--- config.mk ---
export PLATFORM = sky130hd
export DESIGN_NAME = dual_latch
export DESIGN_NICKNAME = d
export VERILOG_FILES = /design/src/dual_latch_pkg.sv /design/src/dual_latch.sv
export SDC_FILE = /design/constraint.sdc
export NUM_CORES = 1
export LEC_CHECK = 0
export BUFFER_PORTS_ARGS = -buffer_cell sky130_fd_sc_hd__clkbuf_2
export CAP_MARGIN = 10
export CORE_AREA = 2 2 39 41
export CTS_CLUSTER_SIZE = 8
export DETAILED_ROUTE_END_ITERATION = 10
export DIE_AREA = 0 0 41 43
export GPL_TIMING_DRIVEN = 0
export MAX_ROUTING_LAYER = met4
export PLACE_DENSITY = 0.39
export SLEW_MARGIN = 20
export SYNTH_ARGS = -nofsm -noshare
export SYNTH_HDL_FRONTEND = slang
export SYNTH_SLANG_ARGS = --single-unit
--- constraint.sdc ---
create_clock -name core_clk_i -period 1.2 [get_ports core_clk_i]
set_clock_uncertainty 0.15 [all_clocks]
set_input_delay 0.24 -clock core_clk_i [delete_from_list [all_inputs] [get_ports core_clk_i]]
set_output_delay 0.24 -clock core_clk_i [all_outputs]
set_load 0.01 [all_outputs]
--- src/dual_latch_pkg.sv ---
// Package for the dual gated latch: types and reset values
package dual_latch_pkg;

  // ==========================================================================
  // Sizes and reset values
  // ==========================================================================
  localparam int unsigned NUM_LATCHES = 2;
  localparam logic Q_RESET_VAL = 1'b0;

  // ==========================================================================
  // Per-latch input group
  // ==========================================================================
  typedef struct packed {
    logic data;
    logic gate_n;
    logic set;
    logic reset;
  } latch_in_t;

  // ==========================================================================
  // Per-latch output group
  // ==========================================================================
  typedef struct packed {
    logic q;
    logic q_n;
  } latch_out_t;

endpackage

--- src/dual_latch.sv ---
// Two gated D latches sharing one active-low strobe, clocked model
`timescale 1ns/10ps
module dual_latch #(
  parameter int unsigned LATCHES = dual_latch_pkg::NUM_LATCHES
) (
  input wire logic core_clk_i,
  input wire logic rstn_i,
  input wire logic strobe_n_i,
  input wire dual_latch_pkg::latch_in_t [LATCHES-1:0] latch_i,
  output dual_latch_pkg::latch_out_t [LATCHES-1:0] latch_o
);

  // ==========================================================================
  // Elaboration check
  // ==========================================================================
  if (LATCHES != dual_latch_pkg::NUM_LATCHES) begin : g_bad_count
    $error("dual_latch: LATCHES must be two");
  end
  if ($bits(dual_latch_pkg::latch_in_t) != 4) begin : g_bad_in
    $error("dual_latch: input group must be four bits");
  end
  if ($bits(dual_latch_pkg::latch_out_t) != 2) begin : g_bad_out
    $error("dual_latch: output group must be two bits");
  end

  // ==========================================================================
  // Effective strobe
  // ==========================================================================
  // Open only when both strobes are low; either high closes it
  function automatic logic latch_open(
    input logic shared_n,
    input logic gate_n
  );
    latch_open = ~shared_n & ~gate_n;
  endfunction

  // ==========================================================================
  // Per-latch action
  // ==========================================================================
  typedef enum {
    MODE_OPEN,
    MODE_CAPTURE,
    MODE_SET,
    MODE_RESET,
    MODE_HOLD
  } latch_mode_t;

  // Open wins; set beats reset in the unsupported overlap
  function automatic latch_mode_t latch_mode(
    input logic open,
    input logic was_open,
    input logic set,
    input logic reset
  );
    if (open) begin
      latch_mode = MODE_OPEN;
    end else if (set) begin
      latch_mode = MODE_SET;
    end else if (reset) begin
      latch_mode = MODE_RESET;
    end else if (was_open) begin
      latch_mode = MODE_CAPTURE;
    end else begin
      latch_mode = MODE_HOLD;
    end
  endfunction

  function automatic logic latch_value(
    input latch_mode_t mode,
    input logic data,
    input logic held
  );
    case (mode)
      MODE_OPEN: begin
        latch_value = data;
      end
      MODE_CAPTURE: begin
        // Value taken at the last open edge is kept
        latch_value = held;
      end
      MODE_SET: begin
        latch_value = 1'b1;
      end
      MODE_RESET: begin
        latch_value = 1'b0;
      end
      MODE_HOLD: begin
        latch_value = held;
      end
      default: begin
        // Unreachable; keeps the stored value safe
        latch_value = held;
      end
    endcase
  endfunction

  // Both rails from one value, so they can never agree
  function automatic dual_latch_pkg::latch_out_t rails(input logic value);
    rails.q = value;
    rails.q_n = ~value;
  endfunction

  // ==========================================================================
  // Input unpacking
  // ==========================================================================
  // Flat vectors keep the per-latch loops short
  logic [LATCHES-1:0] data_vec;
  logic [LATCHES-1:0] gate_n_vec;
  logic [LATCHES-1:0] set_vec;
  logic [LATCHES-1:0] reset_vec;

  always_comb begin
    data_vec = '0;
    gate_n_vec = '0;
    set_vec = '0;
    reset_vec = '0;
    for (int i = 0; i < LATCHES; i++) begin
      data_vec[i] = latch_i[i].data;
      gate_n_vec[i] = latch_i[i].gate_n;
      set_vec[i] = latch_i[i].set;
      reset_vec[i] = latch_i[i].reset;
    end
  end

  // ==========================================================================
  // Closing-edge tracking
  // ==========================================================================
  // Previous-cycle open state marks the rising strobe
  logic [LATCHES-1:0] open_vec;
  logic [LATCHES-1:0] open_reg;
  logic [LATCHES-1:0] open_next;

  always_comb begin
    open_vec = '0;
    for (int i = 0; i < LATCHES; i++) begin
      open_vec[i] = latch_open(strobe_n_i, gate_n_vec[i]);
    end
    open_next = open_vec;
  end

  // Strobe seen only at clock resolution; narrower pulses are missed
  always_ff @(posedge core_clk_i or negedge rstn_i) begin
    if (!rstn_i) begin
      open_reg <= '0;
    end else begin
      open_reg <= open_next;
    end
  end

  // ==========================================================================
  // Mode decode
  // ==========================================================================
  // One action per latch per edge
  latch_mode_t mode_vec [LATCHES];

  always_comb begin
    for (int i = 0; i < LATCHES; i++) begin
      mode_vec[i] = latch_mode(open_vec[i], open_reg[i], set_vec[i], reset_vec[i]);
    end
  end

  // ==========================================================================
  // Stored value
  // ==========================================================================
  // Sampled each clock: an open latch copies data on the following edge,
  // so output trails the pin by one cycle instead of being truly combinational.
  logic [LATCHES-1:0] q_reg;
  logic [LATCHES-1:0] q_next;

  always_comb begin
    q_next = q_reg;
    for (int i = 0; i < LATCHES; i++) begin
      q_next[i] = latch_value(mode_vec[i], data_vec[i], q_reg[i]);
    end
  end

  always_ff @(posedge core_clk_i or negedge rstn_i) begin
    if (!rstn_i) begin
      q_reg <= {LATCHES{dual_latch_pkg::Q_RESET_VAL}};
    end else begin
      q_reg <= q_next;
    end
  end

  // ==========================================================================
  // Outputs, both rails registered
  // ==========================================================================
  dual_latch_pkg::latch_out_t [LATCHES-1:0] out_reg;
  dual_latch_pkg::latch_out_t [LATCHES-1:0] out_next;

  always_comb begin
    for (int i = 0; i < LATCHES; i++) begin
      out_next[i] = rails(q_next[i]);
    end
  end

  // Reset shows q low and q_n high

  always_ff @(posedge core_clk_i or negedge rstn_i) begin
    if (!rstn_i) begin
      for (int i = 0; i < LATCHES; i++) begin
        out_reg[i].q <= dual_latch_pkg::Q_RESET_VAL;
        out_reg[i].q_n <= ~dual_latch_pkg::Q_RESET_VAL;
      end
    end else begin
      out_reg <= out_next;
    end
  end

  assign latch_o = out_reg;

endmodule // dual_latch

-- Word-level counts from Yosys, hierarchy flattened
Index checks and enable logic that the tools add are counted.
- eq/ne operators: 4
- multiplexer cells: 10
- bitwise gates (word level): 7
- reduce and logical (&&, ||, !) cells: 2
- operator list (operator ; number):
    $logic_not 32->1 ; 2
    $eq 32x2->1 const B ; 1
    $mux 3 ; 8
    $eq 3x2->1 const B ; 3
    $pmux 1 s3 ; 2
    $not 1->1 ; 5
    $and 1x1->1 ; 2
- register bits after elaboration: 8
- input port bits: 11
- output and inout port bits: 4
- word-level logic and storage cells: 29

-- Logic depth before layout (Yosys ltp)
Gate-level depths: netlist (run 1).
- depth after elaboration: 7
- mapped depth: 2

-- Worst setup path before layout (run 1)
No wires, ideal clock.
- path kind: flip-flop to flip-flop
- from: register (tool-made name)
- to: register (tool-made name)
- setup time: 124 ps
- arrival: 752 ps
- setup slack: 175 ps
- stages on the path, launching flop included: 3
- path buffers: 0
- period minus slack after synthesis: 1025 ps
- cell sequence: dfrtp_1 nor2b_1 o31a_1

-- Worst setup path in the final report (run 1)
- from: register out_reg, in the netlist latch_o[0]
- to: output latch_o[0] (netlist name)
- RTL lines (item ; line ; text):
    from (decl) ; dual_latch.sv:188 ; dual_latch_pkg::latch_out_t [LATCHES-1:0] out_reg;
    from (signal assigned) ; dual_latch.sv:206 ; out_reg <= out_next;
    to (decl) ; dual_latch.sv:10 ; output dual_latch_pkg::latch_out_t [LATCHES-1:0] latch_o
No word-level cell between the ends.

==> results of run 1 <==
cell usage in the layout (no fill, tap or decap):
cell type      count
o31ai_1            2
dfstp_2            2
dfrtp_1            2
o31a_1             2
nor2_1             2
or3_1              2
clkbuf_2          12
dlygate4sd3_1      1
buf_6              2
nor2b_1            2
clkbuf_4           3
logic make-up (layout without fill, tap and decap cells):
| kind of cell | after synthesis | count (layout) | share of synthesized area (%) |
|---|---|---|---|
| flip-flops | 4 | 4 | 61.2 |
| AND/OR/NAND/NOR | 6 | 6 | 19.4 |
| buffers and inverters | 0 | 18 | 0 |
| AO/OA/AOI/OAI | 4 | 4 | 19.4 |
layer usage:
metal	GRT usage [%]	vias to the layer above
li1	-	89
met1	5.48	83
met3	9.95	0
met4	0	0
met5	-	-
met2	9.06	19
power by group through the flow:
stage	Combinational, W	Clock (W)	Sequential (W)
finish	0.0000707	0.000164	0.000159
CTS	0.0000647	0.000170	0.000157
detailed placement	0.0000619	0	0.000158
global placement	0.0000581	0	0.000158
global route	0.0000794	0.000185	0.000160
floorplan	0.0000183	0	0.000165
per-stage QoR:
stage          cell area (µm²)  setup TNS (ns)  util (%)
6_report                   303         -0.0652      21.9
5_1_grt                    303          -0.133      21.9
4_1_cts                    290          -0.118      21.0
3_5_place_dp               258               0      18.6
3_3_place_gp               258               0      18.6
2_1_floorplan              168               0         -
area by class of cell:
cell class	instances	area share, %
sequential	4	33.9
timing repair buffer	15	30.6
clock buffer	3	7.44
multi-input combinational	10	21.5
tap	16	6.61
timing repair:
item / CTS / global route
gates resized for setup: 0 / 4
setup endpoints to repair: 2 / 2
hold endpoints to repair: 4 / 0
hold buffers: 1 / 0
gates cloned: 0 / 0
worst paths after layout:
check / start / depth (start not counted) / to / slack (ns)
max in group asynchronous: rstn_i / 2 / latch_o[0]$_DFF_PN1_ / 0.49
min in group asynchronous: rstn_i / 2 / async pin / 0.19
worst max-delay path: latch_o[0]$_DFF_PN1_ / 1 / latch_o[0] / -0.03
worst min-delay path: latch_i[5] / 2 / latch_o[2]$_DFF_PN1_ / 0.03
worst min register to register: flop / 2 / latch_o[2]$_DFF_PN1_ / 0.46
worst max register to register: flop / 2 / flop / 0.17
==> report_table.html, run 1 <==
<table>
<tr><th>Metric</th><th>Value</th></tr>
<tr><th colspan="2">Timing</th></tr>
<tr><td>Slack of the critical path</td><td>-0.0338 ns</td></tr>
<tr><td>Final worst path period share</td><td>103%</td></tr>
<tr><td>Final Hold Fails</td><td>0</td></tr>
<tr><td>Headroom to the max-slew limit</td><td>85.4%</td></tr>
<tr><td>Worst hold margin</td><td>0.0278 ns</td></tr>
<tr><td>Worst Max-Slew Pin Slew</td><td>0.217 ns</td></tr>
<tr><td>RSZ-0062 raised after global routing</td><td>true</td></tr>
<tr><td>Setup-failing EPs final</td><td>2</td></tr>
<tr><td>Minimum clock period after layout</td><td>1.23 ns</td></tr>
<tr><td>Max Clk Rate</td><td>810 MHz</td></tr>
<tr><td>Total count of max-transition violations in the final report</td><td>0</td></tr>
<tr><th colspan="2">Clock network</th></tr>
<tr><td>Maximum clock insertion buffer count</td><td>2</td></tr>
<tr><td>Clock tree root buffer cell</td><td>clkbuf_4</td></tr>
<tr><td>CTS H-tree depth</td><td>1</td></tr>
<tr><td>Clock buffers created by TritonCTS</td><td>3</td></tr>
<tr><td>Number of post-CTS setup repair buffers</td><td>0</td></tr>
<tr><td>Clock net sink count</td><td>4</td></tr>
<tr><td>Clock-pin slew of the registers on the worst-case setup and hold paths</td><td>0.04 ns</td></tr>
<tr><td>TritonCTS clock tree</td><td>built</td></tr>
<tr><td>Clk Latency, worst-skew pair</td><td>0.23 ns</td></tr>
<tr><th colspan="2">GRT</th></tr>
<tr><td>Wire length of the first global-routing pass</td><td>662 µm</td></tr>
<tr><td>Number of global-route vias before repair</td><td>190</td></tr>
<tr><td>Number of antenna violations at the first check in global routing</td><td>0</td></tr>
<tr><td>Grt total ovfl</td><td>0</td></tr>
<tr><td>Combined global-route utilization of all metal layers</td><td>6.69%</td></tr>
<tr><td>Largest net degree at the start of global routing</td><td>5</td></tr>
<tr><th colspan="2">Die</th></tr>
<tr><td>Floorplan die width</td><td>41 µm</td></tr>
<tr><td>Total die area</td><td>1760 µm²</td></tr>
<tr><td>Total number of placement rows</td><td>14</td></tr>
<tr><td>Area of the core</td><td>1380 µm²</td></tr>
<tr><td>Number of top-level design ports</td><td>15</td></tr>
<tr><td>Effective utilization at floorplan</td><td>12.1%</td></tr>
<tr><td>Height of the die</td><td>43 µm</td></tr>
<tr><th colspan="2">Pwr</th></tr>
<tr><td>Switching Power</td><td>0.0000885 W</td></tr>
<tr><td>Flop pwr share</td><td>40.3%</td></tr>
<tr><td>Worst-case vdd ir drop</td><td>0.472 mV</td></tr>
<tr><td>Internal Dissipation</td><td>0.000305 W</td></tr>
<tr><td>Sw Ratio</td><td>22.5%</td></tr>
<tr><td>Leakage component of the power</td><td>0.142 nW</td></tr>
<tr><td>Power Total</td><td>0.000393 W</td></tr>
<tr><td>Gate power share</td><td>18.0%</td></tr>
<tr><td>Part of the power in the clock network</td><td>41.7%</td></tr>
<tr><td>Power density cells</td><td>1300 nW/µm²</td></tr>
<tr><th colspan="2">Job</th></tr>
<tr><td>Max capacitance violation total</td><td>0</td></tr>
<tr><th colspan="2">Logic synthesis</th></tr>
<tr><td>Synthesis Warnings</td><td>0</td></tr>
<tr><td>Flops &amp; latches, synth</td><td>4</td></tr>
<tr><td>Share of synthesized area occupied by flip-flops and latches</td><td>61.2%</td></tr>
<tr><td>Async set-or-reset flop fraction in the synthesized netlist</td><td>100%</td></tr>
<tr><td>Area fraction of the dominant cell type after synthesis</td><td>31.3%</td></tr>
<tr><td>Cells after synthesis</td><td>14</td></tr>
<tr><td>Post-synth cell types</td><td>7</td></tr>
<tr><td>Number of enable-type register cells in the synthesized netlist</td><td>0</td></tr>
<tr><td>Dominant cell type by area after synthesis</td><td>dfstp_2</td></tr>
<tr><td>Most used flip-flop cell after synthesis</td><td>dfstp_2</td></tr>
<tr><td>Area of the mapped netlist</td><td>168 µm²</td></tr>
<tr><td>Largest cells by area after synthesis</td><td>dfstp_2, dfrtp_1, o31a_1, o31ai_1, nor2b_1</td></tr>
<tr><td>Synthesized area divided by synthesized cell count</td><td>12.0 µm²</td></tr>
<tr><td>Nets in the synthesized netlist</td><td>25</td></tr>
<tr><th colspan="2">Worst setup path</th></tr>
<tr><td>Critical path class</td><td>reg -&gt; out</td></tr>
<tr><td>Data arrival time of the worst path</td><td>0.84 ns</td></tr>
<tr><td>Worst path cell trace</td><td>buf_6</td></tr>
<tr><td>Startpoint type of the worst setup path</td><td>flop</td></tr>
<tr><td>Worst path max stage delay</td><td>0.52 ns</td></tr>
<tr><td>Critical path buffers and inverters</td><td>1</td></tr>
<tr><td>Data required time of the critical path</td><td>0.81 ns</td></tr>
<tr><td>Capturing element type of the critical path</td><td>output pin</td></tr>
<tr><td>Max FO, Critical Path</td><td>1</td></tr>
<tr><td>Slowest-stage cell, CP</td><td>dfstp_2</td></tr>
<tr><td>Family with the most delay on the worst path</td><td>flip-flops</td></tr>
<tr><th colspan="2">Layout</th></tr>
<tr><td>Storage element area</td><td>103 µm²</td></tr>
<tr><td>Post-route insts no fill</td><td>48</td></tr>
<tr><td>Share of cells above drive strength 1</td><td>59.4%</td></tr>
<tr><td>Synthesis-to-finish area growth</td><td>80.6%</td></tr>
<tr><td>Fillers</td><td>152</td></tr>
<tr><td>Net count of the finished layout</td><td>45</td></tr>
<tr><td>Multi-input gate area in the final layout</td><td>65.1 µm²</td></tr>
<tr><td>Number of diodes</td><td>0</td></tr>
<tr><th colspan="2">Drt</th></tr>
<tr><td>Post-route DRC</td><td>0</td></tr>
<tr><td>Uppermost routed layer</td><td>met3</td></tr>
<tr><td>Met2 WL post-DR</td><td>219 µm</td></tr>
<tr><td>Post-DR wirelength/cell</td><td>10.2 µm</td></tr>
<tr><td>Detailed Routing Iterations Pass 1</td><td>1</td></tr>
<tr><td>Total length of routed met3 wires</td><td>100 µm</td></tr>
<tr><td>Final Routed Wirelength</td><td>488 µm</td></tr>
<tr><td>Number of antenna-violating nets in the routed design</td><td>0</td></tr>
<tr><td>Mean number of vias per cell</td><td>3.98</td></tr>
<tr><td>Initial DRC Count</td><td>0</td></tr>
<tr><td>Detailed-route via count</td><td>191</td></tr>
<tr><td>Sum of routed wire segments on met1</td><td>168 µm</td></tr>
<tr><th colspan="2">Place</th></tr>
<tr><td>PortBufs</td><td>14</td></tr>
<tr><td>Last weighted congestion value of the routability-driven placer</td><td>0.506</td></tr>
<tr><td>Cell total after placement</td><td>44</td></tr>
<tr><td>Minimum setup slack after placement</td><td>0.0841 ns</td></tr>
<tr><th colspan="2">Min path</th></tr>
<tr><td>Worst min path class</td><td>in -&gt; reg</td></tr>
<tr><th colspan="2">Run status</th></tr>
<tr><td>Violations in the final reports</td><td>negative setup slack</td></tr>
<tr><td>Result of the run</td><td>finished, violations left</td></tr>
</table>
(Power assumes the default switching activity.)
==> run 2: changes to the inputs <==
PLACE_DENSITY = 0.38   (was 0.39)
==> report_table.html, run 2 (same netlist as run 1, synthesis figures left out) <==
<table>
<tr><th>Metric</th><th>Value</th></tr>
<tr><th colspan="2">Run status</th></tr>
<tr><td>Result of the run</td><td>finished, violations left (unchanged)</td></tr>
<tr><td>Violations in the final reports</td><td>negative setup slack (unchanged)</td></tr>
<tr><th colspan="2">Worst setup path</th></tr>
<tr><td>Family with the most delay on the worst path</td><td>flip-flops (unchanged)</td></tr>
<tr><td>Critical path class</td><td>reg -&gt; out (unchanged)</td></tr>
<tr><td>Critical path buffers and inverters</td><td>1 (unchanged)</td></tr>
<tr><td>Worst path max stage delay</td><td>0.52 ns (about the same)</td></tr>
<tr><td>Data arrival time of the worst path</td><td>0.85 ns (was 0.84 ns)</td></tr>
<tr><td>Flop-to-flop setup slack</td><td>0.19 ns (was 0.17 ns)</td></tr>
<tr><td>Register-to-Register Path Depth</td><td>2 (unchanged)</td></tr>
<tr><td>Slowest-stage cell, CP</td><td>dfstp_2 (unchanged)</td></tr>
<tr><td>Data required time of the critical path</td><td>0.81 ns (about the same)</td></tr>
<tr><td>Capturing element type of the critical path</td><td>output pin (unchanged)</td></tr>
<tr><td>Max FO, Critical Path</td><td>1 (unchanged)</td></tr>
<tr><td>Startpoint type of the worst setup path</td><td>flop (unchanged)</td></tr>
<tr><td>Worst path cell trace</td><td>buf_6 (unchanged)</td></tr>
<tr><th colspan="2">Die</th></tr>
<tr><td>Height of the die</td><td>43 µm (unchanged)</td></tr>
<tr><td>Area of the core</td><td>1380 µm² (unchanged)</td></tr>
<tr><td>Total die area</td><td>1760 µm² (unchanged)</td></tr>
<tr><td>Total number of placement rows</td><td>14 (unchanged)</td></tr>
<tr><td>Floorplan die width</td><td>41 µm (unchanged)</td></tr>
<tr><td>Number of top-level design ports</td><td>15 (unchanged)</td></tr>
<tr><td>Effective utilization at floorplan</td><td>12.1% (unchanged)</td></tr>
<tr><th colspan="2">Drt</th></tr>
<tr><td>Post-route DRC</td><td>0 (unchanged)</td></tr>
<tr><td>Uppermost routed layer</td><td>met3 (unchanged)</td></tr>
<tr><td>Total length of routed met3 wires</td><td>80 µm (was 100 µm)</td></tr>
<tr><td>Post-DR wirelength/cell</td><td>10.8 µm (was 10.2 µm)</td></tr>
<tr><td>Met2 WL post-DR</td><td>241 µm (was 219 µm)</td></tr>
<tr><td>Sum of routed wire segments on met1</td><td>194 µm (was 168 µm)</td></tr>
<tr><td>Final Routed Wirelength</td><td>516 µm (was 488 µm)</td></tr>
<tr><td>Detailed Routing Iterations Pass 1</td><td>4 (was 1)</td></tr>
<tr><td>Mean number of vias per cell</td><td>4.04 (was 3.98)</td></tr>
<tr><td>Number of antenna-violating nets in the routed design</td><td>0 (unchanged)</td></tr>
<tr><td>Initial DRC Count</td><td>1 (was 0)</td></tr>
<tr><td>Detailed-route via count</td><td>194 (was 191)</td></tr>
<tr><th colspan="2">Layout</th></tr>
<tr><td>Synthesis-to-finish area growth</td><td>80.6% (unchanged)</td></tr>
<tr><td>Number of diodes</td><td>0 (unchanged)</td></tr>
<tr><td>Fillers</td><td>155 (was 152)</td></tr>
<tr><td>Most frequent cells in the layout</td><td>clkbuf_2, clkbuf_4 (unchanged)</td></tr>
<tr><td>Multi-input gate area in the final layout</td><td>65.1 µm² (unchanged)</td></tr>
<tr><td>Share of cells above drive strength 1</td><td>59.4% (unchanged)</td></tr>
<tr><td>Most frequent standard cell in the layout excluding fill and tap cells</td><td>clkbuf_2 (unchanged)</td></tr>
<tr><td>Storage element area</td><td>103 µm² (unchanged)</td></tr>
<tr><td>Net count of the finished layout</td><td>45 (unchanged)</td></tr>
<tr><th colspan="2">Pwr</th></tr>
<tr><td>Leakage component of the power</td><td>0.142 nW (unchanged)</td></tr>
<tr><td>Worst-case vdd ir drop</td><td>0.346 mV (was 0.472 mV)</td></tr>
<tr><td>Power density cells</td><td>1340 nW/µm² (was 1300 nW/µm²)</td></tr>
<tr><td>Power Total</td><td>0.000405 W (was 0.000393 W)</td></tr>
<tr><th colspan="2">Timing</th></tr>
<tr><td>Worst hold margin</td><td>0.0265 ns (was 0.0278 ns)</td></tr>
<tr><td>Final worst path period share</td><td>103% (about the same)</td></tr>
<tr><td>Worst Max-Slew Pin Slew</td><td>0.230 ns (was 0.217 ns)</td></tr>
<tr><td>Minimum clock period after layout</td><td>1.24 ns (was 1.23 ns)</td></tr>
<tr><td>Final Hold Fails</td><td>0 (unchanged)</td></tr>
<tr><td>Headroom to the max-slew limit</td><td>84.5% (was 85.4%)</td></tr>
<tr><td>RSZ-0062 raised after global routing</td><td>true (unchanged)</td></tr>
<tr><td>Max Clk Rate</td><td>806 MHz (was 810 MHz)</td></tr>
<tr><td>Total count of max-transition violations in the final report</td><td>0 (unchanged)</td></tr>
<tr><td>Setup-failing EPs final</td><td>2 (unchanged)</td></tr>
<tr><td>Slack of the critical path</td><td>-0.0401 ns (was -0.0338 ns)</td></tr>
<tr><th colspan="2">GRT</th></tr>
<tr><td>Wire length of the first global-routing pass</td><td>759 µm (was 662 µm)</td></tr>
<tr><td>Combined global-route utilization of all metal layers</td><td>7.52% (was 6.69%)</td></tr>
<tr><td>Number of antenna violations at the first check in global routing</td><td>0 (unchanged)</td></tr>
<tr><td>Number of global-route vias before repair</td><td>208 (was 190)</td></tr>
<tr><td>Grt total ovfl</td><td>0 (unchanged)</td></tr>
<tr><td>Largest net degree at the start of global routing</td><td>5 (unchanged)</td></tr>
<tr><th colspan="2">Clock network</th></tr>
<tr><td>Clk Latency, worst-skew pair</td><td>0.24 ns (was 0.23 ns)</td></tr>
<tr><td>CTS H-tree depth</td><td>1 (unchanged)</td></tr>
<tr><td>Clock-pin slew of the registers on the worst-case setup and hold paths</td><td>0.04 ns (about the same)</td></tr>
<tr><td>TritonCTS clock tree</td><td>built (unchanged)</td></tr>
<tr><td>Clock buffers created by TritonCTS</td><td>3 (unchanged)</td></tr>
<tr><td>Clock net sink count</td><td>4 (unchanged)</td></tr>
<tr><td>Maximum clock insertion buffer count</td><td>2 (unchanged)</td></tr>
<tr><td>Clock tree root buffer cell</td><td>clkbuf_4 (unchanged)</td></tr>
<tr><th colspan="2">Min path</th></tr>
<tr><td>Worst hold path stage count</td><td>2 (unchanged)</td></tr>
<tr><td>Worst-case hold path end point</td><td>latch_o[0]$_DFF_PN1_ (was latch_o[2]$_DFF_PN1_)</td></tr>
<tr><td>Source of the worst hold timing path</td><td>latch_i[1] (was latch_i[5])</td></tr>
<tr><td>Worst min path class</td><td>in -&gt; reg (unchanged)</td></tr>
<tr><th colspan="2">Job</th></tr>
<tr><td>Max capacitance violation total</td><td>0 (unchanged)</td></tr>
<tr><th colspan="2">Place</th></tr>
<tr><td>Last weighted congestion value of the routability-driven placer</td><td>0.519 (was 0.506)</td></tr>
<tr><td>Placed wire-length estimate after detailed placement</td><td>423 µm</td></tr>
<tr><td>PortBufs</td><td>14 (unchanged)</td></tr>
</table>
[run 2: cell counts in the layout (fill, tap and decap cells not counted)]
Identical to the previous run, type by type.
[run 2: power breakdown]
| group | switching (W) | leakage (nW) | internal, W | total [W] |
|---|---|---|---|---|
| logic | 0.0000309 | 0.0858 | 0.0000404 | 0.0000712 |
| clock network | 0.0000630 | 0.0138 | 0.000112 | 0.000175 |
| registers | 0.00000551 | 0.0426 | 0.000153 | 0.000158 |
[run 2: worst max path at each step]
stage	startpoint	to	slack, ns	cells past startpoint
3_5_place_dp	latch_i[7]	flop	0.09	3
5_1_grt	latch_o[0]$_DFF_PN1_	latch_o[0]	-0.06	1
3_3_place_gp	strobe_n_i	flop	0.11	3
4_1_cts	latch_o[2]$_DFF_PN1_	latch_o[2]	-0.07	1
2_1_floorplan	flop	flop	0.17	2
6_report	latch_o[0]$_DFF_PN1_	latch_o[0]	-0.04	1
[run 2: metal layers]
layer  vias up  GRT usage, %
met3         0          7.85
met1        87          6.13
met2        19          11.3
met5         -             -
met4         0          2.00
li1         88             -
[run 2: metrics by stage]
stage          std cells  setup TNS [ns]  util (%)  setup slack [ns]  cell area [µm²]
2_1_floorplan         14               0         -             0.175              168
3_3_place_gp          44               0      18.6             0.112              258
3_5_place_dp          44               0      18.6            0.0920              258
4_1_cts               48          -0.132      21.0           -0.0664              290
5_1_grt               48          -0.127      21.9           -0.0642              303
6_report              48         -0.0762      21.9           -0.0401              303
[run 2: cell type report]
class | count | share of cell area [%]
clock buffers | 3 | 7.44
multi-input cells | 10 | 21.5
flip-flops and latches | 4 | 33.9
well taps | 16 | 6.61
repair buffers | 15 | 30.6
[run 2: timing repair]
item | in CTS | in global routing
setup endpoints to repair | 2 | 2
pin swaps | 0 | 0
resized for setup | 0 | 4
hold buffers | 1 | 0
hold endpoints to repair | 4 | 0
buffers inserted | 0 | 0
